--- src/verilog/opcode_field_pkg.sv ---
// Constants for the opcode field decoder: register map, field layout, formats and timing.
package opcode_field_pkg;
    localparam logic [7:0] OFF_INSTR   = 8'h00;
    localparam logic [7:0] OFF_FORMAT  = 8'h04;
    localparam logic [7:0] OFF_RESULT  = 8'h08;
    localparam logic [7:0] OFF_ACCUM       = 8'h0C;
    localparam logic [7:0] OFF_CPU_STATUS  = 8'h10;
    localparam logic [7:0] OFF_FLAGS       = 8'h14;
    localparam logic [7:0] OFF_TABLE_PTR   = 8'h18;
    localparam logic [7:0] OFF_TABLE_LATCH = 8'h1C;
    localparam logic [7:0] OFF_STATUS  = 8'h20;

    localparam int F_LSB     = 0;
    localparam int F_W       = 8;
    localparam int P_LSB     = 8;
    localparam int P_W       = 5;
    localparam int B_LSB     = 8;
    localparam int B_W       = 3;
    localparam int D_BIT     = 8;
    localparam int S_BIT     = 8;
    localparam int I_BIT     = 8;
    localparam int T_BIT     = 9;
    localparam int K8_W      = 8;
    localparam int K11_W     = 11;
    localparam int INSTR_W   = 16;
    localparam int IRQ_DIS_BIT = 4;
    localparam int C_BIT     = 0;
    localparam int DIGIT_BIT = 1;
    localparam int Z_BIT     = 2;
    localparam int OVFL_BIT  = 3;

    localparam logic [2:0] FMT_BYTE   = 3'h0;
    localparam logic [2:0] FMT_BIT    = 3'h1;
    localparam logic [2:0] FMT_PERIPH = 3'h2;
    localparam logic [2:0] FMT_TABLE  = 3'h3;
    localparam logic [2:0] FMT_LIT8   = 3'h4;
    localparam logic [2:0] FMT_LIT11  = 3'h5;
    localparam logic [2:0] FMT_BYTE_S = 3'h6;

    localparam logic [15:0] MASK_ALL  = 16'hFFFF;
    localparam logic [15:0] MASK_LIT8 = 16'hFCFF;

    localparam logic [7:0]  CPU_STATUS_RESET = 8'h10;
    localparam logic [2:0]  FORMAT_RESET = 3'h0;

    localparam int OSC_PERIOD_NS   = 5;
    localparam int CLOCK_PERIOD_NS = 5;
    localparam int INSTR_CYCLE_OSC = 4;
    localparam int TABLE_CYCLES    = 2;
    localparam int CYCLE_CLOCKS    = INSTR_CYCLE_OSC * OSC_PERIOD_NS / CLOCK_PERIOD_NS;

    typedef enum logic [1:0] {ST_IDLE, ST_EXEC, ST_NOP} state_type;
endpackage

--- src/verilog/opcode_field_decoder.sv ---
// Opcode field decoder with its table, status and working registers behind an APB slave.
//
// Function
// - File operand is full 8-bit address
// - Peripheral operand is 5-bit address
// - Pointer control one increments table pointer
// - Byte select picks low or high half
// - Bit select picks one of eight
// - Destination zero goes to accumulator only
// - Alternate zero writes file and accumulator
// - Don't-care bits never change behaviour
// - Interrupt disable is status bit four
// - Table latch is two byte halves
// - ALU keeps carry, digit, zero, overflow
// - Instruction is one 16-bit word
// - Instruction cycle is four oscillator periods
// - Table operations add one idle cycle
// - Literal is eight or eleven bits
`timescale 1ns/100ps
module opcode_field_decoder
    import opcode_field_pkg::*;
#(
    parameter int CYCLE_LEN = CYCLE_CLOCKS
) (
    input  wire logic        clock,
    input  wire logic        rst,
    input  wire logic        psel,
    input  wire logic        penable,
    input  wire logic        pwrite,
    input  wire logic [7:0]  paddr,
    input  wire logic [31:0] pwdata,
    output logic      [31:0] prdata,
    output logic             pready,
    output logic             pslverr,
    output logic      [7:0]  file_addr,
    output logic      [4:0]  periph_addr,
    output logic      [7:0]  bit_mask,
    output logic      [10:0] literal,
    output logic             file_we,
    output logic      [7:0]  file_wdata,
    output logic      [7:0]  working_accumulator,
    output logic             global_irq_disable,
    output logic      [15:0] table_pointer,
    output logic      [15:0] table_latch,
    output logic             busy
);
    logic [31:0] prdata_reg;
    logic        pready_reg;
    logic        pslverr_reg;
    logic [15:0] instr_reg;
    logic [2:0]  fmt_reg;
    logic [7:0]  result_reg;
    logic [7:0]  accum_reg;
    logic [7:0]  cpu_status_reg;
    logic [3:0]  flags_reg;
    logic [15:0] table_ptr_reg;
    logic [15:0] table_latch_reg;
    logic        busy_reg;
    logic [7:0]  file_addr_reg;
    logic [4:0]  periph_addr_reg;
    logic [7:0]  bit_mask_reg;
    logic [10:0] literal_reg;
    logic        file_we_reg;
    logic        file_we_next;
    logic [7:0]  file_wdata_reg;
    logic [7:0]  file_wdata_next;
    logic [7:0]  cnt_reg;
    state_type   state_reg;
    state_type   state_next;
    logic [31:0] rdata_next;
    logic        err_next;

    wire        apb_go    = psel & penable & pready_reg;
    wire        wr_en     = apb_go & pwrite;
    wire        idle      = state_reg == ST_IDLE;
    wire        start     = wr_en & (paddr == OFF_INSTR) & idle;
    wire [15:0] fmt_mask  = (fmt_reg == FMT_LIT8) ? MASK_LIT8 : MASK_ALL;
    wire [15:0] new_instr = pwdata[INSTR_W-1:0] & fmt_mask;
    wire [2:0]  new_bit   = new_instr[B_LSB +: B_W];
    wire [2:0]  bit_sel   = instr_reg[B_LSB +: B_W];
    wire        d_sel     = instr_reg[D_BIT];
    wire        s_sel     = instr_reg[S_BIT];
    wire        i_sel     = instr_reg[I_BIT];
    wire        t_sel     = instr_reg[T_BIT];
    wire        cycle_end = !idle && (cnt_reg == 8'(CYCLE_LEN - 1));
    wire        commit    = (state_reg == ST_EXEC) && cycle_end;
    wire        is_table  = fmt_reg == FMT_TABLE;
    wire        finish    = cycle_end && (state_reg == ST_NOP || !is_table);
    wire        byte_acc  = commit && fmt_reg == FMT_BYTE && !d_sel;
    wire        s_acc     = commit && fmt_reg == FMT_BYTE_S && !s_sel;
    wire        lit_acc   = commit && fmt_reg == FMT_LIT8;
    wire [7:0]  acc_val   = lit_acc ? instr_reg[K8_W-1:0] : result_reg;
    wire        z_update  = byte_acc | s_acc | lit_acc | (commit && fmt_reg == FMT_BYTE && d_sel);
    wire [7:0]  onehot;

    genvar g;
    generate
        for (g = 0; g < 8; g++) begin : gen_bit
            assign onehot[g] = new_bit == 3'(g);
        end
    endgenerate

    assign prdata              = prdata_reg;
    assign pready              = pready_reg;
    assign pslverr             = pslverr_reg;
    assign file_addr           = file_addr_reg;
    assign periph_addr         = periph_addr_reg;
    assign bit_mask            = bit_mask_reg;
    assign literal             = literal_reg;
    assign file_we             = file_we_reg;
    assign file_wdata          = file_wdata_reg;
    assign working_accumulator = accum_reg;
    assign global_irq_disable  = cpu_status_reg[IRQ_DIS_BIT];
    assign table_pointer       = table_ptr_reg;
    assign table_latch         = table_latch_reg;
    assign busy                = busy_reg;

    always_comb begin
        rdata_next = 32'h0000_0000;
        err_next   = 1'b0;
        unique case (paddr)
            OFF_INSTR:  rdata_next = {16'h0000, instr_reg};
            OFF_FORMAT: rdata_next = {29'h0, fmt_reg};
            OFF_RESULT: rdata_next = {24'h0, result_reg};
            OFF_ACCUM:       rdata_next = {24'h0, accum_reg};
            OFF_CPU_STATUS:  rdata_next = {24'h0, cpu_status_reg};
            OFF_FLAGS:       rdata_next = {28'h0, flags_reg};
            OFF_TABLE_PTR:   rdata_next = {16'h0000, table_ptr_reg};
            OFF_TABLE_LATCH: rdata_next = {16'h0000, table_latch_reg};
            OFF_STATUS: rdata_next = {31'h0, !idle};
            default:    err_next   = 1'b1;
        endcase
    end

    always_comb begin
        file_we_next    = 1'b0;
        file_wdata_next = file_wdata_reg;
        if (commit) begin
            unique case (fmt_reg)
                FMT_BYTE: begin
                    file_we_next    = d_sel;
                    file_wdata_next = result_reg;
                end
                FMT_BYTE_S: begin
                    file_we_next    = 1'b1;
                    file_wdata_next = result_reg;
                end
                FMT_BIT: begin
                    file_we_next    = 1'b1;
                    file_wdata_next = result_reg | bit_mask_reg;
                end
                default: file_we_next = 1'b0;
            endcase
        end
    end

    always_comb begin
        state_next = state_reg;
        unique case (state_reg)
            ST_IDLE: if (start) state_next = ST_EXEC;
            ST_EXEC: if (cycle_end) state_next = is_table ? ST_NOP : ST_IDLE;
            ST_NOP:  if (cycle_end) state_next = ST_IDLE;
        endcase
    end

    always_ff @(posedge clock) begin
        if (rst) begin
            pready_reg  <= 1'b0;
            prdata_reg  <= 32'h0000_0000;
            pslverr_reg <= 1'b0;
        end else begin
            pready_reg  <= psel & penable & !pready_reg;
            prdata_reg  <= (psel & penable & !pready_reg & !pwrite) ? rdata_next : 32'h0000_0000;
            pslverr_reg <= psel & penable & !pready_reg & err_next;
        end
    end

    always_ff @(posedge clock) begin
        if (rst) begin
            state_reg <= ST_IDLE;
            busy_reg  <= 1'b0;
            cnt_reg   <= 8'h00;
        end else begin
            state_reg <= state_next;
            busy_reg  <= state_next != ST_IDLE;
            cnt_reg   <= (start || cycle_end) ? 8'h00 : cnt_reg + 8'h01;
        end
    end

    always_ff @(posedge clock) begin
        if (rst) begin
            instr_reg       <= 16'h0000;
            file_addr_reg   <= 8'h00;
            periph_addr_reg <= 5'h00;
            bit_mask_reg    <= 8'h01;
            literal_reg     <= 11'h000;
        end else if (start) begin
            instr_reg       <= new_instr;
            file_addr_reg   <= new_instr[F_LSB +: F_W];
            periph_addr_reg <= new_instr[P_LSB +: P_W];
            bit_mask_reg    <= onehot;
            literal_reg     <= (fmt_reg == FMT_LIT11) ? new_instr[K11_W-1:0]
                                                      : {3'h0, new_instr[K8_W-1:0]};
        end
    end

    always_ff @(posedge clock) begin
        if (rst) begin
            file_we_reg    <= 1'b0;
            file_wdata_reg <= 8'h00;
            fmt_reg        <= FORMAT_RESET;
            result_reg     <= 8'h00;
            cpu_status_reg <= CPU_STATUS_RESET;
        end else begin
            file_we_reg    <= file_we_next;
            file_wdata_reg <= file_wdata_next;
            if (wr_en && paddr == OFF_FORMAT && idle) fmt_reg <= pwdata[2:0];
            if (wr_en && paddr == OFF_RESULT && idle) result_reg <= pwdata[7:0];
            if (wr_en && paddr == OFF_CPU_STATUS) cpu_status_reg <= pwdata[7:0];
        end
    end

    always_ff @(posedge clock) begin
        if (rst) begin
            accum_reg <= 8'h00;
            flags_reg <= 4'h0;
        end else begin
            if (byte_acc || s_acc || lit_acc) accum_reg <= acc_val;
            else if (wr_en && paddr == OFF_ACCUM) accum_reg <= pwdata[7:0];
            if (z_update) flags_reg[Z_BIT] <= (lit_acc ? acc_val : result_reg) == 8'h00;
            else if (wr_en && paddr == OFF_FLAGS) flags_reg <= pwdata[3:0];
        end
    end

    always_ff @(posedge clock) begin
        if (rst) begin
            table_ptr_reg   <= 16'h0000;
            table_latch_reg <= 16'h0000;
        end else begin
            if (finish && is_table && i_sel) table_ptr_reg <= table_ptr_reg + 16'h0001;
            else if (wr_en && paddr == OFF_TABLE_PTR) table_ptr_reg <= pwdata[15:0];
            if (commit && is_table && t_sel) table_latch_reg[15:8] <= result_reg;
            else if (commit && is_table) table_latch_reg[7:0] <= result_reg;
            else if (wr_en && paddr == OFF_TABLE_LATCH) table_latch_reg <= pwdata[15:0];
        end
    end
endmodule

--- config.mk ---
export PLATFORM = sky130hd
export DESIGN_NAME = opcode_field_decoder
export DESIGN_NICKNAME = d
export VERILOG_FILES = /design/src/verilog/opcode_field_pkg.sv /design/src/verilog/opcode_field_decoder.sv
export SDC_FILE = /design/constraint.sdc
export NUM_CORES = 1
export LEC_CHECK = 0
export ABC_AREA = 0
export BUFFER_PORTS_ARGS = -buffer_cell sky130_fd_sc_hd__buf_2
export CAP_MARGIN = 10
export CORE_MARGIN = 3
export CORE_UTILIZATION = 58
export DETAILED_ROUTE_END_ITERATION = 10
export PLACE_DENSITY = 0.93
export SLEW_MARGIN = 40
export SYNTH_ARGS = -nofsm -noshare
export SYNTH_HDL_FRONTEND = slang
export SYNTH_SLANG_ARGS = --single-unit
--- constraint.sdc ---
create_clock -name clock -period 4.2 [get_ports clock]
set_input_delay 0.21 -clock clock [delete_from_list [all_inputs] [get_ports clock]]
set_output_delay 0.21 -clock clock [all_outputs]
set_load 0.01 [all_outputs]
Word level (Yosys, flattened, before mapping)
Index checks and enable logic that the tools add are counted.

$add $sub $neg: 2. Eq/ne operators: 24. Multiplexer cells: 23. Bitwise gates (word level): 17. Reductions and logical operators: 53.

Operators with widths (number): 16-bit one-hot mux with 9 select lines (1); 8-bit two-way mux (7); 16-bit two-way mux (3); 8-bit by 5-bit == test with 1-bit output, second input constant (4); 1-bit logical AND (22); 3-bit == test, second input constant (7); 16-bit by 1-bit adder with 16-bit output, second input constant (1); 16-bit AND (1); 8-bit by 4-bit == test with 1-bit output, second input constant (2); 8-bit zero test (2); 8-bit one-hot mux with 2 select lines (1); 2-bit nonzero test (7); 11-bit two-way mux (1); 10-bit two-way mux (1); 2-bit OR reduction (5); 3-bit by 2-bit == test with 1-bit output, second input constant (3); 9-bit OR reduction (1); 8-bit by 1-bit adder with 8-bit output, second input constant (1); 1-bit AND (8); 8-bit by 2-bit == test with 1-bit output, second input constant (1); 8-bit by 3-bit == test with 1-bit output, second input constant (1); 8-bit by 6-bit == test with 1-bit output, second input constant (1); 2-bit two-way mux (4); 8-bit OR (1); 15 further kinds (33).

Flip-flop bits (word level): 165. Input bits: 45. Word-level logic and storage cells: 141.

Depth between registers and ports, before layout
Gate-level depths: netlist of the first run.

Word-level depth: 11. Depth in mapped cells: 9.

Least setup slack after synthesis of the first run
No wires, ideal clock.

Path type: register to register. Start: register state_reg[0]. End: register table_ptr_reg[9] (netlist: table_pointer[9]). Setup time: 0.103 ns. Data arrival time: 2.055 ns. Setup slack: 2.042 ns. Stages on the path, launching flop included: 8. Path buffers: 0. Period minus slack after synthesis: 2.158 ns. Cell sequence: dfxtp_1 > inv_1 > ha_1 > nor4b_4 > nand4_2 > nor3_4 > a311oi_1 > a2111oi_2.

Longest elaborated chain between the ends: 7.

RTL lines: from (decl) (RTL line opcode_field_decoder.sv:68) `state_type state_reg;`; from (signal assigned) (RTL line opcode_field_decoder.sv:184) `state_reg <= state_next;`; 2-bit zero test (RTL line opcode_field_decoder.sv:75) `wire idle = state_reg == ST_IDLE;`; 1-bit zero test (RTL line opcode_field_decoder.sv:85) `wire cycle_end = !idle && (cnt_reg == 8'(CYCLE_LEN - 1));`; 1-bit logical AND (RTL line opcode_field_decoder.sv:85); 1-bit logical AND * (RTL line opcode_field_decoder.sv:88) `wire finish = cycle_end && (state_reg == ST_NOP || !is_table);`; 1-bit logical AND * (2 in a row) (RTL line opcode_field_decoder.sv:240) `if (finish && is_table && i_sel) table_ptr_reg <= table_ptr_reg + 16'h0001;`; 16-bit two-way mux / 2-bit nonzero test (equally long branches); to (signal assigned) (RTL line opcode_field_decoder.sv:240); to (signal assigned) (RTL line opcode_field_decoder.sv:241) `else if (wr_en && paddr == OFF_TABLE_PTR) table_ptr_reg <= pwdata[15:0];`; to (decl) (RTL line opcode_field_decoder.sv:56) `logic [15:0] table_ptr_reg;`.

Every way passes the cells marked *; elsewhere a longest branch is shown, timed or not. A chain may end at the register's enable or synchronous reset.

Worst setup path after layout of the first run
Ends and elaborated chain as after synthesis.

==> results.cfg, run 1 <==
[run_status]
outcome = finished clean

[yosys]
synth-main-ff-cell = dfxtp_1
syn_area_per_cell_um2 = 8.77
ys_seq_elements = 128
synthArstFlopShare_pct = 0
synth_top_area_share_pct = 40.5
yosys_warnings = 0
synth_cells = 722
synth.distinct_cells = 61
seq_area_frac_synth_pct = 40.5
ys_top_cells_by_area = dfxtp_1 (40%), mux2i_1 (7.7%), nor2_1 (4.8%), buf_4 (4.6%), a21oi_1 (4.0%)
synth_edf_count = 0
synth_area_mm2 = 0.00633
synth_area_leader_cell = dfxtp_1

[sta]
slew_headroom_pct = 39.2
finalMaxSlewViolations = 0
hold_viol = 0
final.setup.tns_ps = 0
min_period_over_period_pct = 69.8
rsz0062_at_grt = false
fin_worst_skew_ps = 6.83
fmax_ghz = 0.341
finalSetupViolations = 0
worst_slew_pin_slew_ps = 909
finalCriticalPeriod_ps = 2930
fin_hold_ws_ps = 29.4

[placed_design]
gp_congestion = 0.982
numPortBuffers = 129
hpwl_um = 12700
dpl_cell_area_mm2 = 0.00674

[pwr]
p_switching_mw = 0.647
vdd_drop_max_v = 0.000315
clkPwrFrac_pct = 54.0
p_leak_nw = 3.19
pwr-share-seq_pct = 42.5
p_per_area_mw_per_mm2 = 386
p_sw_share_pct = 22.5
comb_power_share_pct = 3.6
p_int_mw = 2.23
power_mw = 2.88

[worst_setup_path]
start_kind = flop
crit_fanout = 14
critical_path_required_ps = 4640
endpoint_kind = flop
critPathKind = reg -> reg
arrival_ps = 3370

[final_layout]
multi_input_area_mm2 = 0.00329
layout-drive-gt1-share_pct = 24.6
syn2layout_area_growth_pct = 17.8
num_antenna_cells = 0
area.sequential_mm2 = 0.00256
final_cell_mix = buf_2 (129), dfxtp_1 (128), nor2_1 (81)
final_common_cell = buf_2
nets = 865
fillers = 748
fin_area_mm2 = 0.00746

[floorplan]
die_area_mm2 = 0.0122
row_count = 37
ios = 162
core-area_mm2 = 0.0105
dieWidth_um = 110
initial_utilization_pct = 60.5
die_h_um = 110

[detailed_routing]
drtIter0Drc = 782
finalWirelength_um = 20000
drt_pre_antenna_iters = 8
via_per_inst = 6.54
wl_per_cell_um = 20.7
dr_total_vias = 6303
drtAntennaViolNets = 0
drcViolationCount = 0

[grt]
antenna_found_initial = 0
overflow = 0
grt-busiest-layer = met2
grt_pass1_wl_um = 31200
use_met2_pct = 50.9
first_global_vias = 5958
grtUsageTotal_pct = 31.3
met1_usage_pct = 38.4
grtUsageMet3_pct = 9.53
grt_max_degree = 64

[clock_tree]
cts-root-to-sink-buffers = 2
clk_latency_ps = 540
ctsHoldBuffers = 10
root_buffer = clkbuf_8
cts_resized = 0
cts_buffers = 17
cts.sinks = 128
cts_tree = yes
cts_setup_buffers = 0
clk_pin_slew_ps = 60
htree_levels = 4

[min_path]
min_path_type = in -> reg

[job]
cap_violations = 0
[cells in the mapped netlist (all sizes together) (2+ instances only)]
master / number
or2: 5
xor2: 5
mux2i: 49
nor4: 13
clkbuf: 33
inv: 9
xnor2: 2
buf: 52
a221oi: 6
mux4: 2
nor2b: 2
or3: 4
o2bb2ai: 2
a21oi: 52
nand2b: 6
and3: 9
and3b: 2
a22oi: 20
a31oi: 7
and4: 6
mux2: 13
o22ai: 17
o21bai: 5
a2111oi: 2
o21ai: 18
nand4: 7
nor3b: 6
and2: 5
nand3: 21
nand2: 64
nor2: 81
a311oi: 4
nor3: 29
nand3b: 2
dfxtp: 128
ha: 5
a211oi: 18
[through the flow]
stage	utilization, %	instances	setup WS [ps]
2_1_floorplan	-	737	2040
3_3_place_gp	64.3	922	1350
3_5_place_dp	64.4	922	1300
4_1_cts	71.3	964	1330
5_1_grt	71.3	964	1050
6_report	71.3	964	1270
[cell type report]
| class | count | area share [%] |
|---|---|---|
| tap | 136 | 2.28 |
| multi-input combinational | 515 | 44.1 |
| clock inverter | 13 | 2.50 |
| inverter | 9 | 0.453 |
| clock buffer | 19 | 5.79 |
| sequential | 128 | 34.4 |
| timing repair buffer | 144 | 10.5 |
[layer usage]
layer  wire [µm]  share of wire (%)
met1        7270                 36
met2        9290                 47
met3        2640                 13
met4         771                3.9
met5           0                  0
[path summary, 6_finish.rpt]
path / from / endpoint / slack (ps) / cells past startpoint
worst max-delay path: state_reg[0]$_SDFF_PP0_ / table_pointer[9]$_SDFFE_PP0P_ / 1270 / 7
worst min-delay path: pwdata[0] / instr_reg[0]$_SDFFE_PP0P_ / 30 / 3
worst max register to register: state_reg[0]$_SDFF_PP0_ / table_pointer[9]$_SDFFE_PP0P_ / 1270 / 7
worst min register to register: literal[9]$_SDFFE_PP0P_ / literal[9]$_SDFFE_PP0P_ / 460 / 2
[critical path, stage by stage, from the launching register on]
cell	delay [ps]
dfxtp_1	350
inv_1	90
ha_1	310
nor4b_4	470
nand4_2	510
nor3_4	560
a311oi_1	200
a2111oi_2	340
[kinds of logic (layout without fill, tap and decap cells)]
| family | count (synthesis) | after routing | synth area share (%) |
|---|---|---|---|
| AO/OA/AOI/OAI | 158 | 158 | 16.3 |
| adder cells (fa/ha/maj) | 5 | 5 | 0.988 |
| XOR/XNOR | 7 | 7 | 0.969 |
| other | 1 | 16 | 0.0592 |
| flip-flops | 128 | 128 | 40.5 |
| buffers and inverters | 94 | 185 | 8.56 |
| multiplexers | 64 | 64 | 10.8 |
| AND/OR/NAND/NOR | 265 | 265 | 21.9 |
[power groups by stage]
stage,clock network [mW],logic (mW),registers [mW]
global route,1.61,0.108,1.22
finish,1.55,0.103,1.22
floorplan,0,0.0674,1.25
global placement,0,0.0891,1.25
CTS,1.55,0.0985,1.22
detailed placement,0,0.0907,1.25
No activity file was read; power rests on OpenSTA's default activity.
==> run 2: changes to the inputs <==
Settings changed: CORE_UTILIZATION 58 to 48, PLACE_DENSITY 0.93 to 0.83.
Clock period 4.2 ns to 2.69 ns, I/O delays scaled along.
==> results.cfg, run 2 (synthesized netlist as in run 1, its figures left out) <==
[final_layout]
syn2layout_area_growth_pct = 20.5
final_cell_mix = buf_2 (129), dfxtp_1 (128), nor2_1 (81)
layout.cells.non_filler = 1016
fillers = 1062
layout-drive-gt1-share_pct = 26.3
num_antenna_cells = 0
final_common_cell = buf_2
nets = 881

[sta]
finalSetupViolations = 0
finalMaxSlewViolations = 0
rsz0062_at_grt = false
min_period_over_period_pct = 92.1
finalCriticalPeriod_ps = 2480
final.setup.tns_ps = 0
fin_worst_skew_ps = 8.82
hold_viol = 0
slew_headroom_pct = 48.3
worst_slew_pin_slew_ps = 776
fmax_ghz = 0.404

[detailed_routing]
drtIter0Drc = 712
wl_per_cell_um = 18.9
drt_pre_antenna_iters = 6
drtAntennaViolNets = 0
via_per_inst = 5.98
drcViolationCount = 0
finalWirelength_um = 19200
dr_total_vias = 6074

[worst_setup_path]
worst-path-stages = 8
reg2reg_to = working_accumulator[0]$_SDFFE_PP0P_
cpMaxStageDelayCell = nor3_1
crit_fanout = 8
crit_path_max_incr_delay_ps = 460
reg2reg_slack_ps = 210
critPathKind = reg -> reg
arrival_ps = 2820
crit_family = simple AND/OR/NAND/NOR gates
critical_path_required_ps = 3030
cp_cell_sequence = inv_1 > ha_1 > nor4b_4 > buf_4 > nand3_1 > nor3_1 > nand2b_1 > o22ai_1
path_buf_inv = 2
r2r_start = state_reg[0]$_SDFF_PP0_
endpoint_kind = flop
r2r_cells = 8
start_kind = flop

[min_path]
hp-start = pwdata[4]
holdPathEnd = instr_reg[4]$_SDFFE_PP0P_
min_path_type = in -> reg
whs_path_depth = 3

[grt]
grtUsageTotal_pct = 25.8
grt_max_degree = 37
grt_pass1_wl_um = 29700
antenna_found_initial = 0
first_global_vias = 5588
overflow = 0

[clock_tree]
cts_buffers = 17
cts.sinks = 128
htree_levels = 4
cts_tree = yes
clk_pin_slew_ps = 50
cts-root-to-sink-buffers = 2
clk_latency_ps = 430
cts_resized = 0
root_buffer = clkbuf_16

[placed_design]
dp.cells = 979
hpwl_um = 13300
gp_congestion = 0.925
numPortBuffers = 129

[pwr]
p_per_area_mw_per_mm2 = 592
p_leak_nw = 3.29
vdd_drop_max_v = 0.000450
power_mw = 4.52

[floorplan]
row_count = 41
dieWidth_um = 121
ios = 162
die_h_um = 121
die_area_mm2 = 0.0146
core-area_mm2 = 0.0128
initial_utilization_pct = 49.6

[run_status]
outcome = finished clean

[job]
cap_violations = 0
==> run 2: cell types whose count changed in the layout (fill, tap and decap cells not counted) <==
cell,previous run,this run
buf_4,5,25
dlygate4sd3_1,10,5
clkinvlp_4,4,1
clkinv_2,2,4
clkinv_4,2,0
buf_12,0,1
clkbuf_1,1,2
clkbuf_16,16,17
clkbuf_8,2,3
nor3_1,25,26
nor3_2,2,1
nor3b_1,5,6
nor3b_2,1,0
==> run 2: layout make-up <==
class,instances,area (µm²),area share (%)
Clock buffer,22,474,6.22
Clock inverter,10,156,2.05
Inverter,9,33.8,0.443
Multi-Input combinational cell,515,3280,43.0
Sequential cell,128,2560,33.6
Tap cell,172,215,2.82
Timing Repair Buffer,160,903,11.8
==> run 2: through the flow <==
stage / area [µm²] / util [%] / setup WS (ps) / hold WS (ps)
5_1_grt: 7630 / 59.7 / 91.8 / 43.9
4_1_cts: 7630 / 59.7 / 299 / 32.8
3_5_place_dp: 6950 / 54.4 / 331 / 410
3_3_place_gp: 6950 / 54.4 / 397 / 407
6_report: 7630 / 59.7 / 213 / 35.9
2_1_floorplan: 6390 / - / 532 / 251
==> run 2: report_power, final <==
part | total (mW) | switching [mW] | internal (mW)
clock network | 2.45 | 0.831 | 1.62
registers | 1.91 | 0.00588 | 1.90
logic | 0.157 | 0.112 | 0.0457
==> run 2: layer usage <==
layer / vias up / part of all wire [%] / GRT usage [%]
met4: 0 / 2.6 / 9.42
met3: 55 / 11 / 7.39
met5: - / 0 / 0
met2: 395 / 46 / 41.0
met1: 2840 / 40 / 33.5
li1: 2784 / - / -
==> run 2: worst max-delay path by stage <==
stage | startpoint | endpoint | slack, ps
2_1_floorplan | state_reg[0]$_SDFF_PP0_ | table_pointer[9]$_SDFFE_PP0P_ | 530
3_3_place_gp | state_reg[0]$_SDFF_PP0_ | flags_reg[1]$_SDFFE_PP0P_ | 400
3_5_place_dp | state_reg[0]$_SDFF_PP0_ | working_accumulator[0]$_SDFFE_PP0P_ | 330
4_1_cts | state_reg[0]$_SDFF_PP0_ | working_accumulator[0]$_SDFFE_PP0P_ | 300
5_1_grt | state_reg[0]$_SDFF_PP0_ | working_accumulator[6]$_SDFFE_PP0P_ | 90
6_report | state_reg[0]$_SDFF_PP0_ | working_accumulator[0]$_SDFFE_PP0P_ | 210
==> run 2: worst reg2reg max path, delay by kind of cell, from the launching register on <==
kind	cells	cell delay (ps)
adder cells (fa/ha/maj)	1	300
AND/OR/NAND/NOR	4	1270
buffers and inverters	2	280
AO/OA/AOI/OAI	1	200
flip-flops	1	350
==> run 2: repair_timing <==
| action | CTS | global route |
|---|---|---|
| hold buffers | 5 | 0 |
| setup buffers | 0 | 0 |
| hold endpoints to repair | 5 | 0 |
==> run 3: changes to the inputs <==
Settings changed: CORE_MARGIN 3 to 2.
==> results.cfg, run 3 (synthesized netlist as in run 1, its figures left out) <==
[clock_tree]
clk_pin_slew_ps = 60
htree_levels = 4
cts_buffers = 17
root_buffer = clkbuf_16
clk_latency_ps = 420
cts-root-to-sink-buffers = 2
cts_setup_buffers = 0
cts_tree = yes
cts.sinks = 128

[detailed_routing]
drtAntennaViolNets = 0
drt_pre_antenna_iters = 5
finalWirelength_um = 18900
dr_total_vias = 6034
wl_per_cell_um = 18.7
drtIter0Drc = 654
via_per_inst = 5.95
drcViolationCount = 0

[floorplan]
die_h_um = 119
ios = 162
initial_utilization_pct = 49.8
die_area_mm2 = 0.0141
row_count = 41
dieWidth_um = 119
core-area_mm2 = 0.0127

[grt]
grt_pass1_wl_um = 29600
grt_max_degree = 36
grtUsageTotal_pct = 26.6
overflow = 0
first_global_vias = 5628
antenna_found_initial = 0

[placed_design]
hpwl_um = 13000
numPortBuffers = 129
gp_congestion = 0.951
dpl_cell_area_mm2 = 0.00692

[sta]
finalCriticalPeriod_ps = 2520
min_period_over_period_pct = 93.6
rsz0062_at_grt = false
slew_headroom_pct = 53.2
worst_slew_pin_slew_ps = 702
fmax_ghz = 0.397
finalMaxSlewViolations = 0
final.setup.tns_ps = 0
hold_viol = 0
finalSetupViolations = 0
fin_worst_skew_ps = 8.54

[pwr]
pwr-share-seq_pct = 40.4
clkPwrFrac_pct = 56.3
p_per_area_mw_per_mm2 = 616
p_leak_nw = 3.31
p_switching_mw = 0.963
power_mw = 4.72
p_int_mw = 3.76
vdd_drop_max_v = 0.000508
comb_power_share_pct = 3.3
p_sw_share_pct = 20.4

[run_status]
outcome = finished clean

[worst_setup_path]
cp_cell_sequence = inv_1 > ha_1 > nor4b_4 > buf_4 > nand3_1 > nor3_1 > nand2b_1 > o22ai_1
critical_path_required_ps = 3030
critPathKind = reg -> reg
arrival_ps = 2860
start_kind = flop
endpoint_kind = flop
crit_family = simple AND/OR/NAND/NOR gates
cpMaxStageDelayCell = nor3_1
path_buf_inv = 2
crit_fanout = 8
crit_path_max_incr_delay_ps = 420

[final_layout]
final_common_cell = buf_2
nets = 879
num_antenna_cells = 0
fin_area_mm2 = 0.00765
layout-drive-gt1-share_pct = 26.1
final_cell_mix = buf_2 (129), dfxtp_1 (128), nor2_1 (81)
syn2layout_area_growth_pct = 20.9

[job]
cap_violations = 0

[min_path]
min_path_type = in -> reg
## run 3: cell types whose count changed in the layout (fill, tap and decap cells not counted)
cell,previous run,this run
bufinv_16,4,6
buf_4,25,24
inv_6,1,0
nor3_4,2,3
nor3_2,1,0
buf_12,1,0
clkinvlp_4,1,2
clkinv_2,4,2
## run 3: worst min-delay path: stages
cell	delay (ps)
buf_2	150
nand2_1	70
a21oi_1	50
## run 3: cell type report
class,instances,area (µm²)
fill,1107,5070
inverter,9,33.8
multi-input combinational,515,3290
tap,172,215
sequential,128,2560
clock inverter,10,205
clock buffer,22,474
timing repair buffer,158,876
## run 3: worst paths after layout
| check | startpoint | slack, ps | depth (start not counted) | endpoint |
|---|---|---|---|---|
| worst min-delay path | pwdata[4] | 30 | 3 | instr_reg[4]$_SDFFE_PP0P_ |
| worst max register to register | state_reg[0]$_SDFF_PP0_ | 170 | 8 | working_accumulator[1]$_SDFFE_PP0P_ |
| worst min register to register | literal[10]$_SDFFE_PP0P_ | 450 | 2 | literal[10]$_SDFFE_PP0P_ |
| worst max-delay path | state_reg[0]$_SDFF_PP0_ | 170 | 8 | working_accumulator[1]$_SDFFE_PP0P_ |
## run 3: metal layers
| metal | vias up | global-route usage, % | routed length [µm] |
|---|---|---|---|
| met1 | 2833 | 34.1 | 7610 |
| met3 | 61 | 7.61 | 2060 |
| met4 | 0 | 10.9 | 597 |
| met2 | 377 | 42.0 | 8680 |
| met5 | - | 0 | 0 |
| li1 | 2763 | - | - |
## run 3: repair_timing
item                                   in CTS  in global routing
resized for setup                           0                  1
endpoints found under the hold margin       5                  0
setup endpoints to repair                   0                  1
hold buffers                                5                  0
## run 3: power by group through the flow
stage | Sequential, mW | Clock (mW) | Combinational [mW]
2_1_floorplan | 1.95 | 0 | 0.105
3_3_place_gp | 1.95 | 0 | 0.144
3_5_place_dp | 1.95 | 0 | 0.146
4_1_cts | 1.91 | 2.66 | 0.153
5_1_grt | 1.91 | 2.76 | 0.167
6_report | 1.91 | 2.66 | 0.156
## run 3: stage by stage
step / std cells / hold slack (ps) / util (%) / setup slack (ps)
floorplan: 737 / 251 / - / 532
global placement: 977 / 405 / 54.4 / 336
detailed placement: 977 / 416 / 54.4 / 243
CTS: 1014 / 19.6 / 60.1 / 184
global route: 1014 / 35.2 / 60.2 / 95.4
finish: 1014 / 34.5 / 60.2 / 172
